[src/mis_pkg.sv]
/*
 * Shared constants for the monitor two-wire slave interface: bus
 * addresses, command page, pin codes, timeout figures and FSM states.
 * Assumes a single 50 MHz system clock for every user of the package.
 */
package mis_pkg;

   // ----------------------------------------------------------------
   // Timing
   // ----------------------------------------------------------------
   localparam int unsigned CLK_HZ = 50_000_000;
   localparam int unsigned BUS_TIMEOUT_MS = 25;
   // Least time, rounded up to whole cycles
   localparam int unsigned TIMEOUT_CYCLES =
      (CLK_HZ * BUS_TIMEOUT_MS + 999) / 1000;
   localparam int unsigned TMO_CNT_W = 21;

   // ----------------------------------------------------------------
   // Bus addresses and commands
   // ----------------------------------------------------------------
   localparam logic [7:0] MASS_WR_ADDR = 8'hC6;
   localparam logic [6:0] ALERT_RESP_ADDR = 7'h0C;
   // Upper five command bits: manufacturer page D0..D7
   localparam logic [4:0] CMD_PAGE = 5'h1A;

   // ----------------------------------------------------------------
   // Three-state address pin codes
   // ----------------------------------------------------------------
   localparam logic [1:0] PIN_LO = 2'h0;
   localparam logic [1:0] PIN_HI = 2'h1;
   localparam logic [1:0] PIN_OPEN = 2'h2;

   // ----------------------------------------------------------------
   // Reset values and states
   // ----------------------------------------------------------------
   localparam logic [2:0] PTR_RST = 3'h0;
   localparam logic [7:0] BYTE_RST = 8'h00;
   localparam logic [2:0] BIT_LAST = 3'h7;

   typedef enum logic [8:0] {
      ST_IDLE = 9'h001,
      ST_ADDR = 9'h002,
      ST_AACK = 9'h004,
      ST_CMD  = 9'h008,
      ST_CACK = 9'h010,
      ST_WDAT = 9'h020,
      ST_WACK = 9'h040,
      ST_TX   = 9'h080,
      ST_MACK = 9'h100
   } mis_state_t;

endpackage

[src/mis_bus_timer.sv]
/*
 * Stuck-bus timer: counts clock cycles while either bus line is low.
 * Assumes its line inputs are already synchronised to clock.
 */
`timescale 1ns/1ps
module mis_bus_timer
   import mis_pkg::*;
#(
   parameter int unsigned LIMIT = TIMEOUT_CYCLES,
   parameter int unsigned CW = TMO_CNT_W
)
(
   // Clock and reset
   input wire logic clock,
   input wire logic rst_n,
   // Synchronised bus lines
   input wire logic scl_s,
   input wire logic sda_s,
   // One-cycle expiry pulse
   output logic expired
);

   logic [CW-1:0] cnt_r;
   wire logic both_hi = scl_s & sda_s;
   wire logic at_limit = (cnt_r == CW'(LIMIT));
   wire logic hit_now = (cnt_r == CW'(LIMIT - 1));

   always_ff @(posedge clock or negedge rst_n)
   begin
      if (!rst_n)
      begin
         cnt_r <= '0;
         expired <= 1'b0;
      end
      else
      begin
         // Any idle cycle restarts it; only a continuous low counts
         if (both_hi)
            cnt_r <= '0;
         else if (!at_limit)
            cnt_r <= cnt_r + CW'(1);
         expired <= !both_hi && hit_now;
      end
   end

endmodule // mis_bus_timer

[src/mis_i2c_slave.sv]
/*
 * Two-wire slave interface of the monitor: address match, command
 * check, byte and word transfers, alert response, stuck-bus timeout.
 * Assumes an external register file on clock that answers rd_data for
 * reg_ptr combinationally and takes wr_data on wr_strobe.
 */
// Functional notes
// - Addressed slave taking byte/word reads and writes.
// - Word read: second byte is the following register.
// - Word write: only the first data byte is stored.
// - Either line low beyond 25 ms resets interface, releases data.
// - Unsupported command byte is not acknowledged.
// - Command codes sit in the manufacturer command page.
// - SDA falling while SCL high is a start.
// - SDA rising while SCL high is a stop; bus free.
// - Acknowledged command loads its low three bits into the pointer.
// - Mass write address answered unless mass write disabled.
// - Alert response address answered while alert active, with own address, alert released.
// - Address from three three-state pins, twenty-four distinct addresses.
`timescale 1ns/1ps
module mis_i2c_slave
   import mis_pkg::*;
#(
   parameter int unsigned TIMEOUT_CYC = TIMEOUT_CYCLES,
   parameter logic [2:0] ADR_HL_LOW3 = 3'h0
)
(
   // Clock and reset
   input wire logic clock,
   input wire logic rst_n,
   // Bus pins
   input wire logic scl_pin,
   input wire logic sda_pin,
   output logic serial_data_out_pin,
   output logic serial_data_out_pin_oe,
   // Address straps: 0 low, 1 high, 2 open
   input wire logic [1:0] addr_select_pin_lo,
   input wire logic [1:0] addr_select_pin_mid,
   input wire logic [1:0] addr_select_pin_hi,
   // Alert and mass write control
   input wire logic alert_active,
   input wire logic mass_write_en,
   output logic alert_release,
   // Register file side
   output logic [2:0] reg_ptr,
   input wire logic [7:0] rd_data,
   output logic [7:0] wr_data,
   output logic wr_strobe
);

   // ----------------------------------------------------------------
   // Synchronisers and edge detection
   // ----------------------------------------------------------------
   logic [7:0] pin_m_r;
   logic [7:0] pin_s_r;
   logic scl_d_r;
   logic sda_d_r;

   always_ff @(posedge clock or negedge rst_n)
   begin
      if (!rst_n)
      begin
         pin_m_r <= 8'h03;
         pin_s_r <= 8'h03;
         scl_d_r <= 1'b1;
         sda_d_r <= 1'b1;
      end
      else
      begin
         pin_m_r <= {addr_select_pin_hi, addr_select_pin_mid,
                     addr_select_pin_lo, scl_pin, sda_pin};
         pin_s_r <= pin_m_r;
         scl_d_r <= pin_s_r[1];
         sda_d_r <= pin_s_r[0];
      end
   end

   wire logic scl_s = pin_s_r[1];
   wire logic sda_s = pin_s_r[0];
   wire logic scl_rise = scl_s & ~scl_d_r;
   wire logic scl_fall = ~scl_s & scl_d_r;
   wire logic start_evt = scl_s & scl_d_r & sda_d_r & ~sda_s;
   wire logic stop_evt = scl_s & scl_d_r & ~sda_d_r & sda_s;
   logic tmo;

   mis_bus_timer #(.LIMIT(TIMEOUT_CYC), .CW(TMO_CNT_W)) u_timer (
      .clock(clock),
      .rst_n(rst_n),
      .scl_s(scl_s),
      .sda_s(sda_s),
      .expired(tmo)
   );

   // ----------------------------------------------------------------
   // Own address decode
   // ----------------------------------------------------------------
   function automatic logic [2:0] low3_of(input logic [1:0] r1,
                                          input logic [1:0] r0);
      logic [3:0] key;
      key = {r1, r0};
      case (key)
         {PIN_OPEN, PIN_LO}:   low3_of = 3'h0;
         {PIN_HI, PIN_OPEN}:   low3_of = 3'h1;
         {PIN_OPEN, PIN_OPEN}: low3_of = 3'h2;
         {PIN_OPEN, PIN_HI}:   low3_of = 3'h3;
         {PIN_LO, PIN_LO}:     low3_of = 3'h4;
         {PIN_HI, PIN_HI}:     low3_of = 3'h5;
         {PIN_LO, PIN_OPEN}:   low3_of = 3'h6;
         {PIN_LO, PIN_HI}:     low3_of = 3'h7;
         default:              low3_of = ADR_HL_LOW3;
      endcase
   endfunction

   wire logic [1:0] a2 = pin_s_r[7:6];
   wire logic [2:0] low3 = low3_of(pin_s_r[5:4], pin_s_r[3:2]);
   wire logic [1:0] hi2 = (a2 == PIN_LO) ? 2'h0 :
                          (a2 == PIN_HI) ? 2'h2 : 2'h1;
   wire logic [6:0] own_addr =
      {1'b1, hi2, low3[2], 1'b1, low3[1:0]};

   // ----------------------------------------------------------------
   // Address, command and transmit selection
   // ----------------------------------------------------------------
   mis_state_t state_r;
   logic [2:0] bit_cnt_r;
   logic got8_r;
   logic [7:0] shift_r;
   logic rw_r;
   logic ara_r;
   logic wfirst_r;
   logic nak_r;

   wire logic done8 = got8_r & scl_fall;
   wire logic own_hit = (shift_r[7:1] == own_addr);
   wire logic mass_hit = mass_write_en && (shift_r == MASS_WR_ADDR);
   wire logic ara_hit = alert_active &&
                        (shift_r == {ALERT_RESP_ADDR, 1'b1});
   wire logic addr_hit = own_hit | mass_hit | ara_hit;
   wire logic cmd_ok = (shift_r[7:3] == CMD_PAGE);
   wire logic [7:0] tx_first = ara_r ? {own_addr, 1'b0} : rd_data;
   wire logic rx_state = (state_r == ST_ADDR) || (state_r == ST_CMD) ||
                         (state_r == ST_WDAT);
   wire logic cnt_state = rx_state || (state_r == ST_TX);

   // ----------------------------------------------------------------
   // Protocol engine
   // ----------------------------------------------------------------
   always_ff @(posedge clock or negedge rst_n)
   begin
      if (!rst_n)
      begin
         state_r <= ST_IDLE;
         bit_cnt_r <= 3'h0;
         got8_r <= 1'b0;
         shift_r <= BYTE_RST;
         reg_ptr <= PTR_RST;
         rw_r <= 1'b0;
         ara_r <= 1'b0;
         wfirst_r <= 1'b0;
         nak_r <= 1'b0;
         serial_data_out_pin_oe <= 1'b0;
         wr_data <= BYTE_RST;
         wr_strobe <= 1'b0;
         alert_release <= 1'b0;
      end
      else
      begin
         wr_strobe <= 1'b0;
         alert_release <= 1'b0;
         if (tmo || stop_evt)
         begin
            state_r <= ST_IDLE;
            serial_data_out_pin_oe <= 1'b0;
         end
         else if (start_evt)
         begin
            state_r <= ST_ADDR;
            bit_cnt_r <= 3'h0;
            got8_r <= 1'b0;
            serial_data_out_pin_oe <= 1'b0;
         end
         else
         begin
            if (scl_rise && cnt_state)
            begin
               bit_cnt_r <= bit_cnt_r + 3'h1;
               got8_r <= (bit_cnt_r == BIT_LAST);
            end
            if (scl_rise && rx_state)
               shift_r <= {shift_r[6:0], sda_s};
            case (state_r)
               ST_IDLE:
                  state_r <= ST_IDLE;
               ST_ADDR:
                  if (done8)
                  begin
                     got8_r <= 1'b0;
                     if (addr_hit)
                     begin
                        serial_data_out_pin_oe <= 1'b1;
                        rw_r <= shift_r[0];
                        ara_r <= ara_hit;
                        state_r <= ST_AACK;
                     end
                     else
                        state_r <= ST_IDLE;
                  end
               ST_AACK:
                  if (scl_fall)
                  begin
                     bit_cnt_r <= 3'h0;
                     if (rw_r)
                     begin
                        shift_r <= tx_first;
                        serial_data_out_pin_oe <= ~tx_first[7];
                        state_r <= ST_TX;
                     end
                     else
                     begin
                        serial_data_out_pin_oe <= 1'b0;
                        state_r <= ST_CMD;
                     end
                  end
               ST_CMD:
                  if (done8)
                  begin
                     got8_r <= 1'b0;
                     if (cmd_ok)
                     begin
                        serial_data_out_pin_oe <= 1'b1;
                        reg_ptr <= shift_r[2:0];
                        state_r <= ST_CACK;
                     end
                     else
                        state_r <= ST_IDLE;
                  end
               ST_CACK:
                  if (scl_fall)
                  begin
                     serial_data_out_pin_oe <= 1'b0;
                     wfirst_r <= 1'b1;
                     state_r <= ST_WDAT;
                  end
               ST_WDAT:
                  if (done8)
                  begin
                     got8_r <= 1'b0;
                     serial_data_out_pin_oe <= 1'b1;
                     wfirst_r <= 1'b0;
                     state_r <= ST_WACK;
                     if (wfirst_r)
                     begin
                        wr_data <= shift_r;
                        wr_strobe <= 1'b1;
                     end
                  end
               ST_WACK:
                  if (scl_fall)
                  begin
                     serial_data_out_pin_oe <= 1'b0;
                     state_r <= ST_WDAT;
                  end
               ST_TX:
                  if (scl_fall)
                  begin
                     if (got8_r)
                     begin
                        got8_r <= 1'b0;
                        serial_data_out_pin_oe <= 1'b0;
                        alert_release <= ara_r;
                        state_r <= ST_MACK;
                     end
                     else
                     begin
                        shift_r <= {shift_r[6:0], 1'b1};
                        serial_data_out_pin_oe <= ~shift_r[6];
                     end
                  end
               ST_MACK:
                  if (scl_rise)
                  begin
                     nak_r <= sda_s;
                     // Advance early so rd_data settles before SCL falls
                     if (!sda_s && !ara_r)
                        reg_ptr <= reg_ptr + 3'h1;
                  end
                  else if (scl_fall)
                  begin
                     if (nak_r || ara_r)
                        state_r <= ST_IDLE;
                     else
                     begin
                        bit_cnt_r <= 3'h0;
                        shift_r <= rd_data;
                        serial_data_out_pin_oe <= ~rd_data[7];
                        state_r <= ST_TX;
                     end
                  end
               default:
                  state_r <= ST_IDLE;
            endcase
         end
      end
   end

   // Open drain: the pin only ever pulls low
   always_ff @(posedge clock or negedge rst_n)
   begin
      if (!rst_n)
         serial_data_out_pin <= 1'b0;
      else
         serial_data_out_pin <= 1'b0;
   end

   // ----------------------------------------------------------------
   // Assertions
   // ----------------------------------------------------------------
   addr_ack_a: assert property (@(posedge clock) disable iff (!rst_n)
      (state_r == ST_ADDR && done8 && own_hit && !tmo && !stop_evt &&
       !start_evt) |=> serial_data_out_pin_oe && state_r == ST_AACK)
      else $error("own address not acknowledged");

   word_rd_a: assert property (@(posedge clock) disable iff (!rst_n)
      (state_r == ST_MACK && scl_rise && !sda_s && !ara_r && !tmo &&
       !stop_evt && !start_evt) |=> reg_ptr == $past(reg_ptr) + 3'h1)
      else $error("word read pointer did not advance");

   wr_once_a: assert property (@(posedge clock) disable iff (!rst_n)
      (state_r == ST_WDAT && done8 && !wfirst_r) |=> !wr_strobe)
      else $error("second write byte was stored");

   tmo_reset_a: assert property (@(posedge clock) disable iff (!rst_n)
      tmo |=> state_r == ST_IDLE && !serial_data_out_pin_oe)
      else $error("timeout did not reset interface");

   cmd_nack_a: assert property (@(posedge clock) disable iff (!rst_n)
      (state_r == ST_CMD && done8 && !cmd_ok && !tmo && !stop_evt &&
       !start_evt) |=> !serial_data_out_pin_oe [*2])
      else $error("bad command acknowledged");

   start_det_a: assert property (@(posedge clock) disable iff (!rst_n)
      (start_evt && !tmo) |=> state_r == ST_ADDR && bit_cnt_r == 3'h0)
      else $error("start not detected");

   stop_det_a: assert property (@(posedge clock) disable iff (!rst_n)
      stop_evt |=> state_r == ST_IDLE && !serial_data_out_pin_oe)
      else $error("stop not detected");

   ptr_load_a: assert property (@(posedge clock) disable iff (!rst_n)
      (state_r == ST_CMD && done8 && cmd_ok && !tmo && !stop_evt &&
       !start_evt) |=> reg_ptr == $past(shift_r[2:0]))
      else $error("pointer not loaded from command");

   mass_off_a: assert property (@(posedge clock) disable iff (!rst_n)
      (state_r == ST_ADDR && done8 && !mass_write_en && !own_hit &&
       shift_r == MASS_WR_ADDR) |=> !serial_data_out_pin_oe)
      else $error("mass write answered while disabled");

   ara_rel_a: assert property (@(posedge clock) disable iff (!rst_n)
      alert_release |-> ara_r && state_r == ST_MACK)
      else $error("alert released outside alert response");

endmodule // mis_i2c_slave

[config.mk]
export PLATFORM = sky130hd
export DESIGN_NAME = mis_i2c_slave
export DESIGN_NICKNAME = d
export VERILOG_FILES = /design/src/mis_pkg.sv /design/src/mis_bus_timer.sv /design/src/mis_i2c_slave.sv
export SDC_FILE = /design/constraint.sdc
export NUM_CORES = 1
export LEC_CHECK = 0
export ABC_AREA = 1
export BUFFER_PORTS_ARGS = -buffer_cell sky130_fd_sc_hd__buf_2
export CAP_MARGIN = 0
export CORE_ASPECT_RATIO = 1.1
export CORE_UTILIZATION = 40
export CTS_BUF_LIST = sky130_fd_sc_hd__clkbuf_16
export DETAILED_ROUTE_END_ITERATION = 8
export GPL_ROUTABILITY_DRIVEN = 0
export PLACE_DENSITY = 0.6
export SYNTH_ARGS = -nofsm -noshare
export SYNTH_HDL_FRONTEND = slang
export SYNTH_HIERARCHICAL = 1
export SYNTH_SLANG_ARGS = --single-unit
export TNS_END_PERCENT = 30
[constraint.sdc]
create_clock -name clock -period 1.9 [get_ports clock]
set_input_delay 0.095 -clock clock [delete_from_list [all_inputs] [get_ports clock]]
set_output_delay 0.095 -clock clock [all_outputs]
set_load 0.02 [all_outputs]
==> out/results.tsv <==
stage	metric	value	unit
clock_network	path_clk_slew	0.06	ns
cells_and_area	n_antenna_cell	0	
grt	grtUsageTotal	20.8	%
logic_synthesis	syn_area_per_cell	7.53	um2
placement	dp_worst_setup_slack	0.00250	ns
grt	antenna_found_initial	0	
worst_setup_path	startpoint_type	flop	
die	rows	40	
routing	vias_per_cell	5.08	
job	maxCapViolCount	0	
sta	setup_viol	0	
routing	ant_nets	0	
worst_setup_path	crit_type	flop to flop	
clock_network	cts_tree	built	
worst_setup_path	worstRegToRegCells	10	
logic_synthesis	synthFlopType	dfrtp_1	
worst_hold_path	hp-class	primary input to flop	
logic_synthesis	synth_top_area_share	38.8	%
routing	wl_per_cell	14.0	um
placement	port_buffers	33	
logic_synthesis	synth.most_common_cell	nand2_1	
cells_and_area	drive_above_1_share	21.7	%
sta	fin_crit_sh	97.0	%
worst_setup_path	path_max_fanout	7	
clock_network	clockBufferDepth	2	
die	core-area	11100	um2
worst_setup_path	max_stage_delay	0.42	ns
worst_hold_path	hold_depth	3	
worst_setup_path	crit_chain	inv_1 > nand2_1 > nor2_1 > nand3_1 > nand2_1 > nand2_1 > nand2_1 > nand2_1 > nand2_1 > nand2_1	
routing	drt_iter0_drc	191	
clock_network	cts.sinks	79	
sta	holdWs	0.0724	ns
worst_setup_path	endpoint_kind	flop	
logic_synthesis	yosys_warnings	6	
power_and_ir_drop	power	3.97	mW
sta	fin_tns_setup	0	ns
power_and_ir_drop	vdd_drop_max	550	uV
worst_setup_path	cpMostUsedCell	nand2_1	
sta	hold_viol_final	0	
worst_setup_path	crit_slowest_cell	dfrtp_1	
die	ioPinCount	35	
clock_network	numCtsBuffers	9	
logic_synthesis	synth_nets	643	
power_and_ir_drop	powerDensity	704	nW/um2
logic_synthesis	syn_inst	617	
worst_setup_path	r2r_setup_slack	0.06	ns
worst_hold_path	hp-start	rd_data[0]	
cells_and_area	fill_cells	1092	
worst_setup_path	crit_required	2.14	ns
routing	firstDrtPassIters	5	
sta	fmax	0.542	GHz
worst_setup_path	reg2reg_to	shift_r[1]$_DFFE_PN0P_	
die	die_w	105	um
grt	grt_pass1_vias	4103	
die	die_h	115	um
cells_and_area	postLayoutCellArea	5640	um2
logic_synthesis	synth-seq-cells	79	
sta	fin_crit	1.84	ns
die	die_area	12000	um2
logic_synthesis	synth_edf_count	0	
grt	grt_pass1_wl	19.5	mm
logic_synthesis	synth_common_cells	nand2_1 (167), inv_1 (76), dfrtp_1 (72)	
logic_synthesis	seq_area_frac_synth	42.8	%
logic_synthesis	synth_top_area_cell	dfrtp_1	
logic_synthesis	synth_cell_types	42	
grt	grt_overflow	0	
cells_and_area	final_net_count	711	
sta	fin_ws	0.0562	ns
status	outcome	complete, no violations	
logic_synthesis	postSynth.asyncResetShare	100	%
placement	placed_cell_area	5070	um2
clock_network	cts_root_buf	clkbuf_16	
clock_network	insertion_delay	0.35	ns
logic_synthesis	yosys-top-cells-area	dfrtp_1 (39%), nand2_1 (14%), inv_1 (6.1%)	
routing	remaining_drc_errors	0	
worst_setup_path	r2r-start	state_r[4]$_DFFE_PN0P_	
die	start_util	41.8	%
worst_hold_path	min_delay_worst_endpoint	shift_r[0]$_DFFE_PN0P_	
routing	vias	4254	
power_and_ir_drop	p_leak	2.81	nW
worst_setup_path	cp.arrival	2.08	ns
clock_network	cts_max_level	3	
sta	rsz0062_at_grt	yes	
sta	fin_skew	0.0108	ns
cells_and_area	synthToLayoutAreaGrowth	21.4	%
logic_synthesis	synth_area	4640	um2
routing	routed_wl	11.7	mm
placement	dp_hpwl	8.68	mm
grt	grt_max_degree	47	
sta	finalMaxSlewViolations	0	
## worst max path at each step
stage	startpoint	endpoint	slack [ns]
4_1_cts	state_r[1]$_DFFE_PN0P_	shift_r[4]$_DFFE_PN0P_	0.03
5_1_grt	state_r[4]$_DFFE_PN0P_	shift_r[1]$_DFFE_PN0P_	-0.04
3_3_place_gp	state_r[1]$_DFFE_PN0P_	state_r[8]$_DFFE_PN0P_	0.002
2_1_floorplan	pin_s_r[0]$_DFF_PN1_	shift_r[4]$_DFFE_PN0P_	0.21
3_5_place_dp	state_r[1]$_DFFE_PN0P_	state_r[8]$_DFFE_PN0P_	0.002
6_report	state_r[4]$_DFFE_PN0P_	shift_r[1]$_DFFE_PN0P_	0.06
## placed cells by master, fill, tap and decap left out, types with 2 or more instances in the layout
cell type      count
buf_2             32
clkinv_4           2
nand2_4            4
o211ai_1           6
nand3_4            7
buf_12             2
inv_2              3
inv_4              3
nor3_1            15
nor2_2             3
a21oi_2            2
buf_4             22
and2_1             2
xor2_1             4
o21ai_2           10
nand2_1          166
nand3_2           13
nand2_2           11
dfstp_2            7
dfrtp_1           69
nor3_4             2
nor2_4             6
dfrtp_2            3
a21boi_1           2
inv_6              2
nand3_1           37
clkbuf_16          9
nor2_1            71
a21oi_1           20
o21ai_0           32
ha_1               6
dlygate4sd3_1      9
nand4_1           14
inv_1             74
o21ai_1            5
## per-stage QoR
stage | util, % | std cells
after floorplan | - | 617
final | 50.7 | 837
after CTS | 49.3 | 829
after global placement | 45.7 | 803
after global routing | 50.7 | 837
after detailed placement | 45.7 | 803
## logic make-up after synthesis
family / count (synthesis) / synth area share (%)
simple gates: 352 / 35.9
other cells: 1 / 0.0808
xor+xnor: 5 / 0.943
compound gates: 83 / 10.5
buf+inv: 90 / 7.98
fa+ha+maj: 6 / 1.62
mux: 1 / 0.243
flops: 79 / 42.8
## timing repair
action / 4_1_cts / 5_1_grt
gates resized for setup: 0 / 28
setup endpoints to repair: 1 / 35
pin swaps: 0 / 7
buffers inserted: 0 / 8
hold buffers: 9 / 0
hold endpoints to repair: 40 / 0
cloned: 1 / 0
## cell type report
| class | instances | area, um2 | share of cell area, % |
|---|---|---|---|
| repair buffers | 65 | 455 | 8.08 |
| well taps | 147 | 184 | 3.26 |
| flip-flops and latches | 79 | 1990 | 35.3 |
| inverters | 81 | 317 | 5.62 |
| multi-input cells | 449 | 2390 | 42.3 |
| clock buffers | 9 | 225 | 4.00 |
| clock inverters | 7 | 80.1 | 1.42 |
## critical path: cells and delay by family (launching register included)
kind	cells	cell delay (ns)
flip-flops	1	0.42
buffers and inverters	1	0.14
AND/OR/NAND/NOR	9	1.18
## routing by layer
metal	GRT usage, %	up-vias	wire, um
met5	0	-	0
met4	10.5	0	424
met3	4.99	35	656
met2	34.9	131	5620
met1	25.0	1956	5040
li1	-	2132	-
## flip-flops by register name, indices dropped and copies added (netlist names), 3 cells and up
signal / cells
u_timer/cnt_r: 21
state_r: 9
pin_m_r: 8
pin_s_r: 8
shift_r: 8
wr_data: 8
bit_cnt_r: 3
reg_ptr: 3
## power breakdown
group	internal, mW	switching, mW
clock	1.03	0.731
sequential	1.76	0.0725
combinational	0.138	0.234
(Power assumes the default switching activity.)
